File: src/rtl/dcff_defines.vh
// constants of the dual-clock fifo flag timing block
`ifndef DCFF_DEFINES_VH
`define DCFF_DEFINES_VH

// ----------------------------------------
// timing, in ns at a 5 ns system clock
// ----------------------------------------
`define DCFF_CLK_PERIOD_NS   5
`define DCFF_SKEW_FLAG_NS    6
`define DCFF_SKEW_LEVEL_NS   15
`define DCFF_SKEW_FLAG_CYC   ((`DCFF_SKEW_FLAG_NS + `DCFF_CLK_PERIOD_NS - 1) / `DCFF_CLK_PERIOD_NS)
`define DCFF_SKEW_LEVEL_CYC  ((`DCFF_SKEW_LEVEL_NS + `DCFF_CLK_PERIOD_NS - 1) / `DCFF_CLK_PERIOD_NS)

// ----------------------------------------
// register byte offsets
// ----------------------------------------
`define DCFF_OFS_CTRL        5'h00
`define DCFF_OFS_EMPTY_OFS   5'h04
`define DCFF_OFS_FULL_OFS    5'h08
`define DCFF_OFS_STATUS      5'h0C
`define DCFF_OFS_IRQ_STAT    5'h10
`define DCFF_OFS_IRQ_MASK    5'h14

// ----------------------------------------
// fields and reset values
// ----------------------------------------
`define DCFF_OFFSET_W        13
`define DCFF_OFFSET_RST      13'h0007
`define DCFF_IRQ_W           4
`define DCFF_IRQ_FULL        0
`define DCFF_IRQ_EMPTY       1
`define DCFF_IRQ_WR_REFUSED  2
`define DCFF_IRQ_RD_REFUSED  3
`define DCFF_IRQ_MASK_RST    4'h0
`define DCFF_ST_EMPTY_N      0
`define DCFF_ST_FULL_N       1
`define DCFF_ST_AEMPTY_N     2
`define DCFF_ST_AFULL_N      3
`define DCFF_ST_LOAD_MODE    4
`define DCFF_ST_COUNT_LSB    16
`define DCFF_CTRL_LOAD_SEL   0

`endif

File: src/rtl/dcff_sync.v
// two-flop synchroniser for pin inputs
`timescale 1ns/100ps
module dcff_sync #(
  parameter WIDTH = 1
) (
  // clock
  input  wire             clk,
  // data
  input  wire [WIDTH-1:0] async_in,
  output wire [WIDTH-1:0] sync_out
);

  reg [WIDTH-1:0] meta_reg;
  reg [WIDTH-1:0] sync_reg;

  // no reset: straps and free-running clocks must be seen while reset is held
  always @(posedge clk) begin
    meta_reg <= async_in;
    sync_reg <= meta_reg;
  end

  assign sync_out = sync_reg;

endmodule

File: src/rtl/dcff_mem.v
// fifo storage with registered read data
`timescale 1ns/100ps
module dcff_mem #(
  parameter DATA_W = 9,
  parameter ADDR_W = 6
) (
  // clock
  input  wire              clk,
  // write port
  input  wire              wr_en,
  input  wire [ADDR_W-1:0] wr_addr,
  input  wire [DATA_W-1:0] wr_data,
  // read port
  input  wire [ADDR_W-1:0] rd_addr,
  output reg  [DATA_W-1:0] rd_data
);

  reg [DATA_W-1:0] store [0:(1<<ADDR_W)-1];

  always @(posedge clk) begin
    if (wr_en) begin
      store[wr_addr] <= wr_data;
    end
    rd_data <= store[rd_addr];
  end

endmodule

File: src/rtl/dcff_top.v
// dual-clock fifo with skew-qualified flags and avalon control
//
// Contract
// full rises on a write-clock edge only if a read is old enough
// empty rises on a read-clock edge only if a write is old enough
// write and read clocks may keep running during reset
// after reset data outputs are low when enabled, released otherwise
// second write pin high in reset makes it an extra write enable
// second write pin low in reset makes it the offset load enable
// first word latency into empty fifo is one or two clock periods
// first word is readable the read cycle after empty rises
// almost-empty follows a write only after the longer skew
// almost-empty low when fewer than n words remain
// almost-full low when within m-1 words of full
// almost-full threshold is depth minus m words
// almost-full follows a read only after the longer skew
// writes while full and reads while empty are ignored
// reset clears pointers, sets empty and almost-empty, clears full flags
`timescale 1ns/100ps
`include "dcff_defines.vh"
module dcff_top #(
  parameter DATA_W = 9,
  parameter ADDR_W = 6
) (
  // clock and reset
  input  wire              clk,
  input  wire              rst_n,
  // write side pins
  input  wire              write_clock,
  input  wire              write_enable_a_n,
  input  wire              write_enable_b_or_load,
  input  wire [DATA_W-1:0] write_data,
  // read side pins
  input  wire              read_clock,
  input  wire              read_enable_a_n,
  input  wire              read_enable_b_n,
  input  wire              output_disable,
  output reg  [DATA_W-1:0] read_data,
  output wire              read_data_oe_n,
  // flags
  output reg               full_flag_n,
  output reg               empty_flag_n,
  output reg               almost_empty_n,
  output reg               almost_full_n,
  // avalon-mm slave
  input  wire [4:0]        avs_address,
  input  wire              avs_read,
  input  wire              avs_write,
  input  wire [31:0]       avs_writedata,
  input  wire [3:0]        avs_byteenable,
  output reg  [31:0]       avs_readdata,
  output wire              avs_waitrequest,
  // interrupt
  output wire              irq
);

  localparam CNT_W  = ADDR_W + 1;
  localparam CMP_W  = `DCFF_OFFSET_W + 1;
  localparam AGE_W  = 5;
  localparam integer     DEPTH_I = (1 << ADDR_W);
  localparam integer     SKEW1_I = `DCFF_SKEW_FLAG_CYC;
  localparam integer     SKEW2_I = `DCFF_SKEW_LEVEL_CYC;
  localparam [CMP_W-1:0] DEPTH   = DEPTH_I[CMP_W-1:0];
  localparam [AGE_W-1:0] SKEW1_C = SKEW1_I[AGE_W-1:0];
  localparam [AGE_W-1:0] SKEW2_C = SKEW2_I[AGE_W-1:0];
  localparam [AGE_W-1:0] AGE_MAX = {AGE_W{1'b1}};

  // ----------------------------------------
  // pin synchronisers and edge detection
  // ----------------------------------------
  localparam PIN_W = DATA_W + 7;
  wire [PIN_W-1:0] pins_sync;

  dcff_sync #(
    .WIDTH    (PIN_W)
  ) u_pin_sync (
    .clk      (clk),
    .async_in ({output_disable, read_enable_b_n, read_enable_a_n, read_clock,
                write_enable_b_or_load, write_enable_a_n, write_clock, write_data}),
    .sync_out (pins_sync)
  );

  wire [DATA_W-1:0] wdata_s  = pins_sync[DATA_W-1:0];
  wire              wclk_s   = pins_sync[DATA_W];
  wire              wen_a_s  = pins_sync[DATA_W+1];
  wire              wen_b_s  = pins_sync[DATA_W+2];
  wire              rclk_s   = pins_sync[DATA_W+3];
  wire              ren_a_s  = pins_sync[DATA_W+4];
  wire              ren_b_s  = pins_sync[DATA_W+5];
  wire              odis_s   = pins_sync[DATA_W+6];

  reg               wclk_d_reg;
  reg               rclk_d_reg;

  // edges keep being tracked in reset so clocks may run freely
  // free-running clocks
  always @(posedge clk) begin
    wclk_d_reg <= wclk_s;
    rclk_d_reg <= rclk_s;
  end

  wire wclk_rise = wclk_s & ~wclk_d_reg;
  wire rclk_rise = rclk_s & ~rclk_d_reg;

  // ----------------------------------------
  // second write pin function, caught in reset
  // ----------------------------------------
  reg load_mode_reg;

  // mode strap
  always @(posedge clk) begin
    if (!rst_n) begin
      load_mode_reg <= ~wen_b_s;
    end
  end

  // ----------------------------------------
  // registers
  // ----------------------------------------
  reg [`DCFF_OFFSET_W-1:0] empty_ofs_reg;
  reg [`DCFF_OFFSET_W-1:0] full_ofs_reg;
  reg [`DCFF_IRQ_W-1:0]    irq_stat_reg;
  reg [`DCFF_IRQ_W-1:0]    irq_mask_reg;
  reg                      load_sel_reg;
  reg                      ack_reg;

  // ----------------------------------------
  // fifo state
  // ----------------------------------------
  reg [ADDR_W-1:0] wr_ptr_reg;
  reg [ADDR_W-1:0] rd_ptr_reg;
  reg [CNT_W-1:0]  count_reg;
  reg [AGE_W-1:0]  wr_age_reg;
  reg [AGE_W-1:0]  rd_age_reg;
  reg              rd_pend_reg;

  // second pin high writes in both modes; low only loads in load mode
  wire wr_req   = wclk_rise & ~wen_a_s & wen_b_s;
  wire load_req = wclk_rise & ~wen_a_s & load_mode_reg & ~wen_b_s;
  wire rd_req   = rclk_rise & ~ren_a_s & ~ren_b_s;

  // refuse on the flag
  wire wr_do    = wr_req & full_flag_n;
  wire rd_do    = rd_req & empty_flag_n;

  wire [CMP_W-1:0] cnt_x = {{(CMP_W-CNT_W){1'b0}}, count_reg};

  // recent events are hidden from the far side until the skew has passed
  wire hide_wr1 = (wr_age_reg < SKEW1_C);
  wire hide_wr2 = (wr_age_reg < SKEW2_C);
  wire hide_rd1 = (rd_age_reg < SKEW1_C);
  wire hide_rd2 = (rd_age_reg < SKEW2_C);

  // read side views, including this edge's own read
  wire [CMP_W-1:0] rd_view1 = cnt_x - {{(CMP_W-1){1'b0}}, hide_wr1}
                                    - {{(CMP_W-1){1'b0}}, rd_do};
  wire [CMP_W-1:0] rd_view2 = cnt_x - {{(CMP_W-1){1'b0}}, hide_wr2}
                                    - {{(CMP_W-1){1'b0}}, rd_do};
  // write side views, including this edge's own write
  wire [CMP_W-1:0] wr_view1 = cnt_x + {{(CMP_W-1){1'b0}}, hide_rd1}
                                    + {{(CMP_W-1){1'b0}}, wr_do};
  wire [CMP_W-1:0] wr_view2 = cnt_x + {{(CMP_W-1){1'b0}}, hide_rd2}
                                    + {{(CMP_W-1){1'b0}}, wr_do};

  wire [CMP_W-1:0] n_x = {1'b0, empty_ofs_reg};
  wire [CMP_W-1:0] m_x = {1'b0, full_ofs_reg};

  // pointer and count clear
  always @(posedge clk) begin
    if (!rst_n) begin
      wr_ptr_reg  <= {ADDR_W{1'b0}};
      rd_ptr_reg  <= {ADDR_W{1'b0}};
      count_reg   <= {CNT_W{1'b0}};
      wr_age_reg  <= AGE_MAX;
      rd_age_reg  <= AGE_MAX;
      rd_pend_reg <= 1'b0;
    end else begin
      if (wr_do) begin
        wr_ptr_reg <= wr_ptr_reg + 1'b1;
      end
      if (rd_do) begin
        rd_ptr_reg <= rd_ptr_reg + 1'b1;
      end
      count_reg   <= count_reg + {{(CNT_W-1){1'b0}}, wr_do} - {{(CNT_W-1){1'b0}}, rd_do};
      rd_pend_reg <= rd_do;
      if (wr_do) begin
        wr_age_reg <= {AGE_W{1'b0}};
      end else if (wr_age_reg != AGE_MAX) begin
        wr_age_reg <= wr_age_reg + 1'b1;
      end
      if (rd_do) begin
        rd_age_reg <= {AGE_W{1'b0}};
      end else if (rd_age_reg != AGE_MAX) begin
        rd_age_reg <= rd_age_reg + 1'b1;
      end
    end
  end

  // ----------------------------------------
  // flags
  // ----------------------------------------
  // reset flag levels
  always @(posedge clk) begin
    if (!rst_n) begin
      empty_flag_n   <= 1'b0;
      almost_empty_n <= 1'b0;
      full_flag_n    <= 1'b1;
      almost_full_n  <= 1'b1;
    end else begin
      if (rclk_rise) begin
        // empty with short skew
        empty_flag_n   <= (rd_view1 != {CMP_W{1'b0}});
        // almost-empty with long skew
        almost_empty_n <= (rd_view2 >= n_x);
      end
      if (wclk_rise) begin
        // full with short skew
        full_flag_n   <= (wr_view1 < DEPTH);
        // almost-full with long skew
        almost_full_n <= (wr_view2 <= DEPTH - m_x);
      end
    end
  end

  // ----------------------------------------
  // storage and read data
  // ----------------------------------------
  wire [DATA_W-1:0] mem_q;

  dcff_mem #(
    .DATA_W  (DATA_W),
    .ADDR_W  (ADDR_W)
  ) u_mem (
    .clk     (clk),
    .wr_en   (wr_do),
    .wr_addr (wr_ptr_reg),
    .wr_data (wdata_s),
    .rd_addr (rd_ptr_reg),
    .rd_data (mem_q)
  );

  // word appears only on a read taken after empty rose
  // outputs low after reset
  always @(posedge clk) begin
    if (!rst_n) begin
      read_data <= {DATA_W{1'b0}};
    end else if (rd_pend_reg) begin
      read_data <= mem_q;
    end
  end

  // drive control
  assign read_data_oe_n = odis_s;

  // ----------------------------------------
  // offsets: pin load sequence or bus write
  // ----------------------------------------
  wire bus_wr   = avs_write & ack_reg & (avs_byteenable != 4'h0);
  wire [2:0] widx = avs_address[4:2];

  function sel;
    input [4:0] addr;
    input [4:0] ofs;
    begin
      sel = (addr[4:2] == ofs[4:2]);
    end
  endfunction

  // load sequence: empty offset, then full offset
  always @(posedge clk) begin
    if (!rst_n) begin
      empty_ofs_reg <= `DCFF_OFFSET_RST;
      full_ofs_reg  <= `DCFF_OFFSET_RST;
      load_sel_reg  <= 1'b0;
    end else if (load_req) begin
      if (load_sel_reg) begin
        full_ofs_reg <= {{(`DCFF_OFFSET_W-DATA_W){1'b0}}, wdata_s};
      end else begin
        empty_ofs_reg <= {{(`DCFF_OFFSET_W-DATA_W){1'b0}}, wdata_s};
      end
      load_sel_reg <= ~load_sel_reg;
    end else if (bus_wr) begin
      if (sel(avs_address, `DCFF_OFS_EMPTY_OFS)) begin
        empty_ofs_reg <= avs_writedata[`DCFF_OFFSET_W-1:0];
      end
      if (sel(avs_address, `DCFF_OFS_FULL_OFS)) begin
        full_ofs_reg <= avs_writedata[`DCFF_OFFSET_W-1:0];
      end
      if (sel(avs_address, `DCFF_OFS_CTRL)) begin
        load_sel_reg <= avs_writedata[`DCFF_CTRL_LOAD_SEL];
      end
    end
  end

  // ----------------------------------------
  // interrupts
  // ----------------------------------------
  reg              full_d_reg;
  reg              empty_d_reg;
  wire [`DCFF_IRQ_W-1:0] irq_set;
  wire [`DCFF_IRQ_W-1:0] irq_clr;

  always @(posedge clk) begin
    if (!rst_n) begin
      full_d_reg  <= 1'b1;
      empty_d_reg <= 1'b0;
    end else begin
      full_d_reg  <= full_flag_n;
      empty_d_reg <= empty_flag_n;
    end
  end

  assign irq_set[`DCFF_IRQ_FULL]       = full_d_reg & ~full_flag_n;
  assign irq_set[`DCFF_IRQ_EMPTY]      = empty_d_reg & ~empty_flag_n;
  assign irq_set[`DCFF_IRQ_WR_REFUSED] = wr_req & ~full_flag_n;
  assign irq_set[`DCFF_IRQ_RD_REFUSED] = rd_req & ~empty_flag_n;
  assign irq_clr = (bus_wr && sel(avs_address, `DCFF_OFS_IRQ_STAT)) ?
                   avs_writedata[`DCFF_IRQ_W-1:0] : {`DCFF_IRQ_W{1'b0}};

  // set wins over a clear in the same cycle
  always @(posedge clk) begin
    if (!rst_n) begin
      irq_stat_reg <= {`DCFF_IRQ_W{1'b0}};
      irq_mask_reg <= `DCFF_IRQ_MASK_RST;
    end else begin
      irq_stat_reg <= (irq_stat_reg & ~irq_clr) | irq_set;
      if (bus_wr && sel(avs_address, `DCFF_OFS_IRQ_MASK)) begin
        irq_mask_reg <= avs_writedata[`DCFF_IRQ_W-1:0];
      end
    end
  end

  assign irq = |(irq_stat_reg & irq_mask_reg);

  // ----------------------------------------
  // avalon slave: one wait cycle per access
  // ----------------------------------------
  reg [31:0] rd_mux;

  always @* begin
    rd_mux = 32'h0000_0000;
    case (widx)
      3'h0: rd_mux[`DCFF_CTRL_LOAD_SEL] = load_sel_reg;
      3'h1: rd_mux[`DCFF_OFFSET_W-1:0] = empty_ofs_reg;
      3'h2: rd_mux[`DCFF_OFFSET_W-1:0] = full_ofs_reg;
      3'h3: begin
        rd_mux[`DCFF_ST_EMPTY_N]   = empty_flag_n;
        rd_mux[`DCFF_ST_FULL_N]    = full_flag_n;
        rd_mux[`DCFF_ST_AEMPTY_N]  = almost_empty_n;
        rd_mux[`DCFF_ST_AFULL_N]   = almost_full_n;
        rd_mux[`DCFF_ST_LOAD_MODE] = load_mode_reg;
        rd_mux[`DCFF_ST_COUNT_LSB +: CNT_W] = count_reg;
      end
      3'h4: rd_mux[`DCFF_IRQ_W-1:0] = irq_stat_reg;
      3'h5: rd_mux[`DCFF_IRQ_W-1:0] = irq_mask_reg;
      default: rd_mux = 32'h0000_0000;
    endcase
  end

  always @(posedge clk) begin
    if (!rst_n) begin
      ack_reg      <= 1'b0;
      avs_readdata <= 32'h0000_0000;
    end else begin
      ack_reg <= (avs_read | avs_write) & ~ack_reg;
      if (avs_read & ~ack_reg) begin
        avs_readdata <= rd_mux;
      end
    end
  end

  assign avs_waitrequest = (avs_read | avs_write) & ~ack_reg;

endmodule

File: config.mk
export PLATFORM = sky130hd
export DESIGN_NAME = dcff_top
export DESIGN_NICKNAME = d
export VERILOG_FILES = /design/src/rtl/dcff_sync.v /design/src/rtl/dcff_mem.v /design/src/rtl/dcff_top.v
export VERILOG_INCLUDE_DIRS = /design/src /design/src/rtl
export SDC_FILE = /design/constraint.sdc
export NUM_CORES = 1
export LEC_CHECK = 0
export BUFFER_PORTS_ARGS = -buffer_cell sky130_fd_sc_hd__buf_2
export CAP_MARGIN = 20
export CORE_ASPECT_RATIO = 1.5
export CORE_MARGIN = 2
export CORE_UTILIZATION = 30
export DETAILED_ROUTE_END_ITERATION = 6
export MAX_ROUTING_LAYER = met4
export SLEW_MARGIN = 15
export SYNTH_ARGS = -nofsm -noshare
export SYNTH_HDL_FRONTEND = slang
export SYNTH_HIERARCHICAL = 1
export SYNTH_SLANG_ARGS = --single-unit
File: constraint.sdc
create_clock -name clk -period 4.4 [get_ports clk]
set_input_delay 0.22 -clock clk [delete_from_list [all_inputs] [get_ports clk]]
set_output_delay 0.22 -clock clk [all_outputs]
set_load 0.05 [all_outputs]
# Word level (Yosys, flattened, before mapping)
# Memory sizes are Yosys's and may differ from the RTL's. A register that Yosys moved wholly into a read port is not among the register bits.
# Cells that the tools add are included.
classes:
  eq_ne: 9
  add_sub_neg: 15
  shift: 0
  muxes: 23
  reduce_logical: 15
  order_cmp: 7
  mul: 0
  n_bitwise: 33
  div: 0
ops:
  columns: ["operator", "n"]
  rows:
  - ["$mux W13", 8]
  - ["$lt A5 B2 Y1 const B", 4]
  - ["$mux W5", 4]
  - ["$add A8 B1 Y9", 2]
  - ["$and A1 B1 Y1", 18]
  - ["$sub A8 B2 Y9", 2]
  - ["$add A7 B1 Y8", 2]
  - ["$pmux W8 S2", 1]
  - ["$sub A7 B1 Y8", 2]
  - ["$pmux W3 S5", 1]
  - ["$ge A14 B13 Y1", 1]
  - ["$le A9 B14 Y1", 1]
  - ["$reduce_bool A14 Y1", 1]
  - ["$sub A7 B13 Y14 const A", 1]
  - ["$add A6 B1 Y6 const B", 2]
  - ["$reduce_bool A2 Y1", 6]
  - ["$add A5 B1 Y5 const B", 2]
  - ["$ne A5 B5 Y1 const B", 2]
  - ["$not A1 Y1", 10]
  - ["$lt A9 B7 Y1 const B", 1]
  - ["$and A4 B4 Y4", 2]
  - ["$add A7 B1 Y7", 1]
  - ["$mux W7", 1]
  - ["$sub A7 B1 Y7", 1]
  - ["17 further kinds", 26]
word_totals:
  mem_bits_rw: 576
  latch_bits: 0
  mem_bits_ro: 0
  regBits: 136
  output_inout_bits: 48
  wordCells: 128
  mem_count: 1
memory_table:
  columns: ["name", "words", "width", "rd", "rd_clocked_by_memory_dff", "wr", "line", "text"]
  rows:
  - ["u_mem.store", 64, 9, 1, 1, 1, "dcff_mem.v:18", "reg [DATA_W-1:0] store [0:(1<<ADDR_W)-1];"]

# Depth between registers and ports, before layout
depth:
  depth_word: 7
  mapped_depth: 15
  ltp_nobuf: 14

# Cells and area by module
# Netlist, hierarchy kept.
modules_own_cells:
  columns: ["module", "seq_area_each_um2", "area_each_um2", "cells_per_inst", "instances"]
  rows:
  - ["dcff_mem", 17476.8, 22594.2, 1020, 1]
  - ["dcff_top", 2092.0, 5938.2, 671, 1]
  - ["dcff_sync", 640.6, 640.6, 32, 1]

# Worst setup path after synthesis
# Ideal clock, no wire load.
synth_timing:
  path_type: "register to register"
  start: "register empty_flag_n"
  end: "register almost_empty_n"
  slack_ps: 1168
  setup_time_ps: 130
  t_arrival_ps: 3101
  stages_incl_launch_ff: 15
  synth_period_minus_slack_ps: 3232
  path_cell_list: "dfxtp_1 > and3_1 > clkbuf_1 > ha_1 > ha_1 > nand2_1 > nor3_1 > a41oi_1 > inv_1 > ha_1 > o21ai_0 > a21oi_1 > o21a_1 > o31ai_1 > a31oi_1"
synth_between:
  elab_chain_len: 3
synth_lines:
  columns: ["element", "line", "text"]
  rows:
  - ["start: declaration", "dcff_top.v:42", "output reg empty_flag_n,"]
  - ["start signal: assignment", "dcff_top.v:212", "empty_flag_n <= (rd_view1 != {CMP_W{1'b0}});"]
  - ["$and A1 B1 Y1", "dcff_top.v:144", "wire rd_do = rd_req & empty_flag_n;"]
  - ["named net rd_do", "dcff_top.v:144", null]
  - ["$sub A8 B2 Y9", "dcff_top.v:158", "- {{(CMP_W-1){1'b0}}, rd_do};"]
  - ["$ge A14 B13 Y1", "dcff_top.v:214", "almost_empty_n <= (rd_view2 >= n_x);"]
  - ["end signal: assignment", "dcff_top.v:214", null]
  - ["end: declaration", "dcff_top.v:43", "output reg almost_empty_n,"]
# The timed path passes the listed nets, and every way through them passes these cells.
# A chain may end at the register's enable or synchronous reset.

# Worst setup path after layout
layout_timing:
  start: "register wr_age_reg[1]"
  end: "register almost_empty_n"
layout_between:
  elab_chain_len: 4
layout_lines:
  columns: ["element", "line", "text"]
  rows:
  - ["start: declaration", "dcff_top.v:133", "reg [AGE_W-1:0] wr_age_reg;"]
  - ["start signal: assignment", "dcff_top.v:187", "wr_age_reg <= {AGE_W{1'b0}};"]
  - ["start signal: assignment", "dcff_top.v:189", "wr_age_reg <= wr_age_reg + 1'b1;"]
  - ["$lt A5 B2 Y1", "dcff_top.v:150", "wire hide_wr2 = (wr_age_reg < SKEW2_C);"]
  - ["$sub A7 B1 Y8", "dcff_top.v:157", "wire [CMP_W-1:0] rd_view2 = cnt_x - {{(CMP_W-1){1'b0}}, hide_wr2}"]
  - ["$sub A8 B2 Y9", "dcff_top.v:158", null]
  - ["$ge A14 B13 Y1", "dcff_top.v:214", null]
# Every way passes these cells.

==> impl_results.md <==
- PD cells: between 400 and 500 mW/mm2
- RSZ-0062 raised after global routing: no
- # Post-CTS Setup Buffers: 0
- Die height: about 390 um
- Most numerous cell in the Yosys netlist: edfxtp_1
- Worst Path Required: 4900 ps
- Drt pass-1 iters: 5
- Hold Path Sink: full_ofs_reg[4]
- CTS tree: done
- Largest net degree at the start of global routing: 75
- Final Max Slew Viols: 0
- Final TNS setup: 0 ps
- Yosys top cell by area: edfxtp_1
- Rel. slew slack: 0.321
- Avg Inst Size Synth: 16.9 um2
- Root buffer cell: clkbuf_16
- Register bit total from synthesis: between 700 and 800
- Hold Fails Final Rpt: 0
- FILL cells: ~9000
- Synth warnings: 6
- Area after DPL: roughly 0.031 mm2
- Global-route wire length before repair: just over 100000 um
- Most frequent cells after synthesis: edfxtp_1 (577), nor2_1 (149), dfxtp_1 (144)
- FF-to-FF path depth: 13
- Final Wtd Congestion: approximately 0.88
- Leakage power: between 10 and 15 nW
- Total GRT Usage: 0.140
- Crit path launch type: register
- Fin crit share: 0.776
- Total routed wirelength: just under 70000 um
- Launch point of the worst hold path: avs_writedata[4]
- Starting DRT DRC Count: about 1000
- Drt wl/cell: 21.0 um
- Max FFs per register: between 500 and 600
- R2r startpoint: wr_age_reg[1]
- Ys flop type: edfxtp_1
- Clock tree buffer depth: 3
- Sink Count: 721
- Worst-path maximum fanout: 5
- Tmin final: 3420 ps
- Initial antenna violation count: 1
- Status: completed
- CP arrival: between 3000 and 4000 ps
- Tightest Pin Transition: roughly 990 ps
- WHS Path Cells: 3
- Reg-to-reg critical path endpoint: almost_empty_n
- Final setup vio count: 0
- Mapped Cells: approximately 1700
- Detail Route Antenna Nets: 0
- Layout area overhead: 16.7%
- Total CTS buffers: 74
- Synth unique cells: 71
- Reg clk slew, reported paths: ~70 ps
- Nature of the critical path endpoint: register
- Ant. Diodes: 0
- Die area: approximately 0.10 mm2
- Vias in the first global route: between 15000 and 20000
- Starting Density: 0.302
- Post-synth EDFFs: 577
- Clock Skew: just over 40 ps
- HP Class: primary input to register
- DIE WIDTH: around 260 um
- Max Fclk: roughly 290 MHz
- R2r setup slk: a little under 1000 ps
- Largest registers: u_mem/store: 576 flops, avs_readdata: 20 flops
- Share of cells above drive strength 1: 0.225
- Grt ovf: 0
- # IOs: 109
- Fin nets: about 2000
- Routed via count: between 15000 and 20000
- Top cell type's share of synthesized area: 0.594
- Register bank with the most flops: u_mem/store
- Maximum level of the CTS H-tree: 3
- Drt drc: 0
- Largest cells by area after synthesis: edfxtp_1 (59%), mux4_2 (11%), dfxtp_1 (9.9%)
- VDD IR max: approximately 0.00026 V
- Vias per inst: approximately 4.9
- Post-route cell area: ~0.034 mm2
- Post-synthesis sequential area ratio: 0.693
- Clock latency on the worst-skew pair: 630 ps
- Mapped cell area: about 0.029 mm2
- I/O Buffers: 75
- Num rows: 140
- Core box area: 0.0967 mm2
- Maxcap violations: 0
- DP HPWL: 46000 um
- Setup CP Type: register to register
- Async SR Flop Fraction: 0
## metrics by stage
step / utilization / cells / total power, mW / setup slack (ps) / hold WS [ps]
after CTS: 0.352 / 3236 / 15.0 / 1010 / 0.173
after global placement: 0.324 / 3072 / 8.61 / 980 / 315
after global routing: 0.352 / 3236 / 15.4 / 630 / 23.2
after floorplan: - / 1734 / 8.38 / 1170 / 248
final: 0.352 / 3236 / 14.8 / 984 / 18.4
after detailed placement: 0.324 / 3072 / 8.66 / 1040 / 313
## kinds of logic after synthesis
family / count (synthesis) / synth area share
adders and majority gates: 57 / 0.0250
muxes: 214 / 0.139
DFF: 721 / 0.693
xor gates and xnor gates: 45 / 0.0135
AOI/OAI and AO/OA: 196 / 0.0472
buffers and inverters: 136 / 0.0244
and+or+nand+nor: 353 / 0.0575
other: 1 / 0.000129
## power by group
part | switching, mW | internal, mW
logic | 0.546 | 0.399
clock network | 2.67 | 3.64
registers | 0.144 | 7.44
## repair_timing
action | CTS | global route
endpoints found under the hold margin | 39 | 0
resized for setup | 0 | 0
hold buffers | 29 | 0
## worst max-delay path by stage
stage | from | endpoint | slack, ps
global placement | wr_age_reg[1] | almost_empty_n | 980
floorplan | empty_flag_n | almost_empty_n | 1170
CTS | wr_age_reg[1] | almost_empty_n | 1010
global route | wr_age_reg[1] | almost_empty_n | 630
detailed placement | wr_age_reg[1] | almost_empty_n | 1040
finish | wr_age_reg[1] | almost_empty_n | 980
## placed cells by master (no fill, tap or decap), types with 18 or more instances in the layout
master / netlist / final
edfxtp_1: 577 / 577
nor2_1: 149 / 149
mux4_2: 143 / 143
dfxtp_1: 144 / 132
clkbuf_16: 0 / 80
buf_4: 23 / 79
buf_2: 17 / 75
nand2_1: 69 / 69
mux2i_1: 57 / 57
ha_1: 55 / 55
inv_1: 37 / 36
a22oi_1: 35 / 35
o21ai_0: 30 / 30
nand3_1: 29 / 29
dlygate4sd3_1: 0 / 29
xnor2_1: 27 / 27
a21oi_1: 25 / 25
nor2b_1: 21 / 21
a211oi_1: 19 / 19
xor2_1: 18 / 18
## per-layer routing
layer  global-route usage  part of all wire  up-vias
met5                    -                 0        -
met4               0.0602             0.039        0
met3               0.0168             0.039      149
met2                0.261              0.55      428
met1                0.148              0.37     8101
li1                     -                 -     7102
## final cells by class
cell class                 instances  area [um2]  area share
timing repair buffer             185        1300      0.0382
tap                             1278        1600      0.0470
multi-input combinational        877        8290       0.244
clock inverter                    37         359      0.0106
inverter                          40         153     0.00449
sequential                       721       20200       0.594
clock buffer                      98        2100      0.0617
## critical path, stage by stage (launching register included)
cell	delay [ps]
dfxtp_1	340
a2111oi_0	530
ha_1	260
ha_1	170
xnor2_1	170
and3_1	230
nor3b_1	280
nand2_1	110
xor2_1	240
ha_1	290
a211oi_1	210
o21ai_0	110
o31ai_1	240
a31oi_1	110
Note: power is estimated with default switching activity, not from simulation.
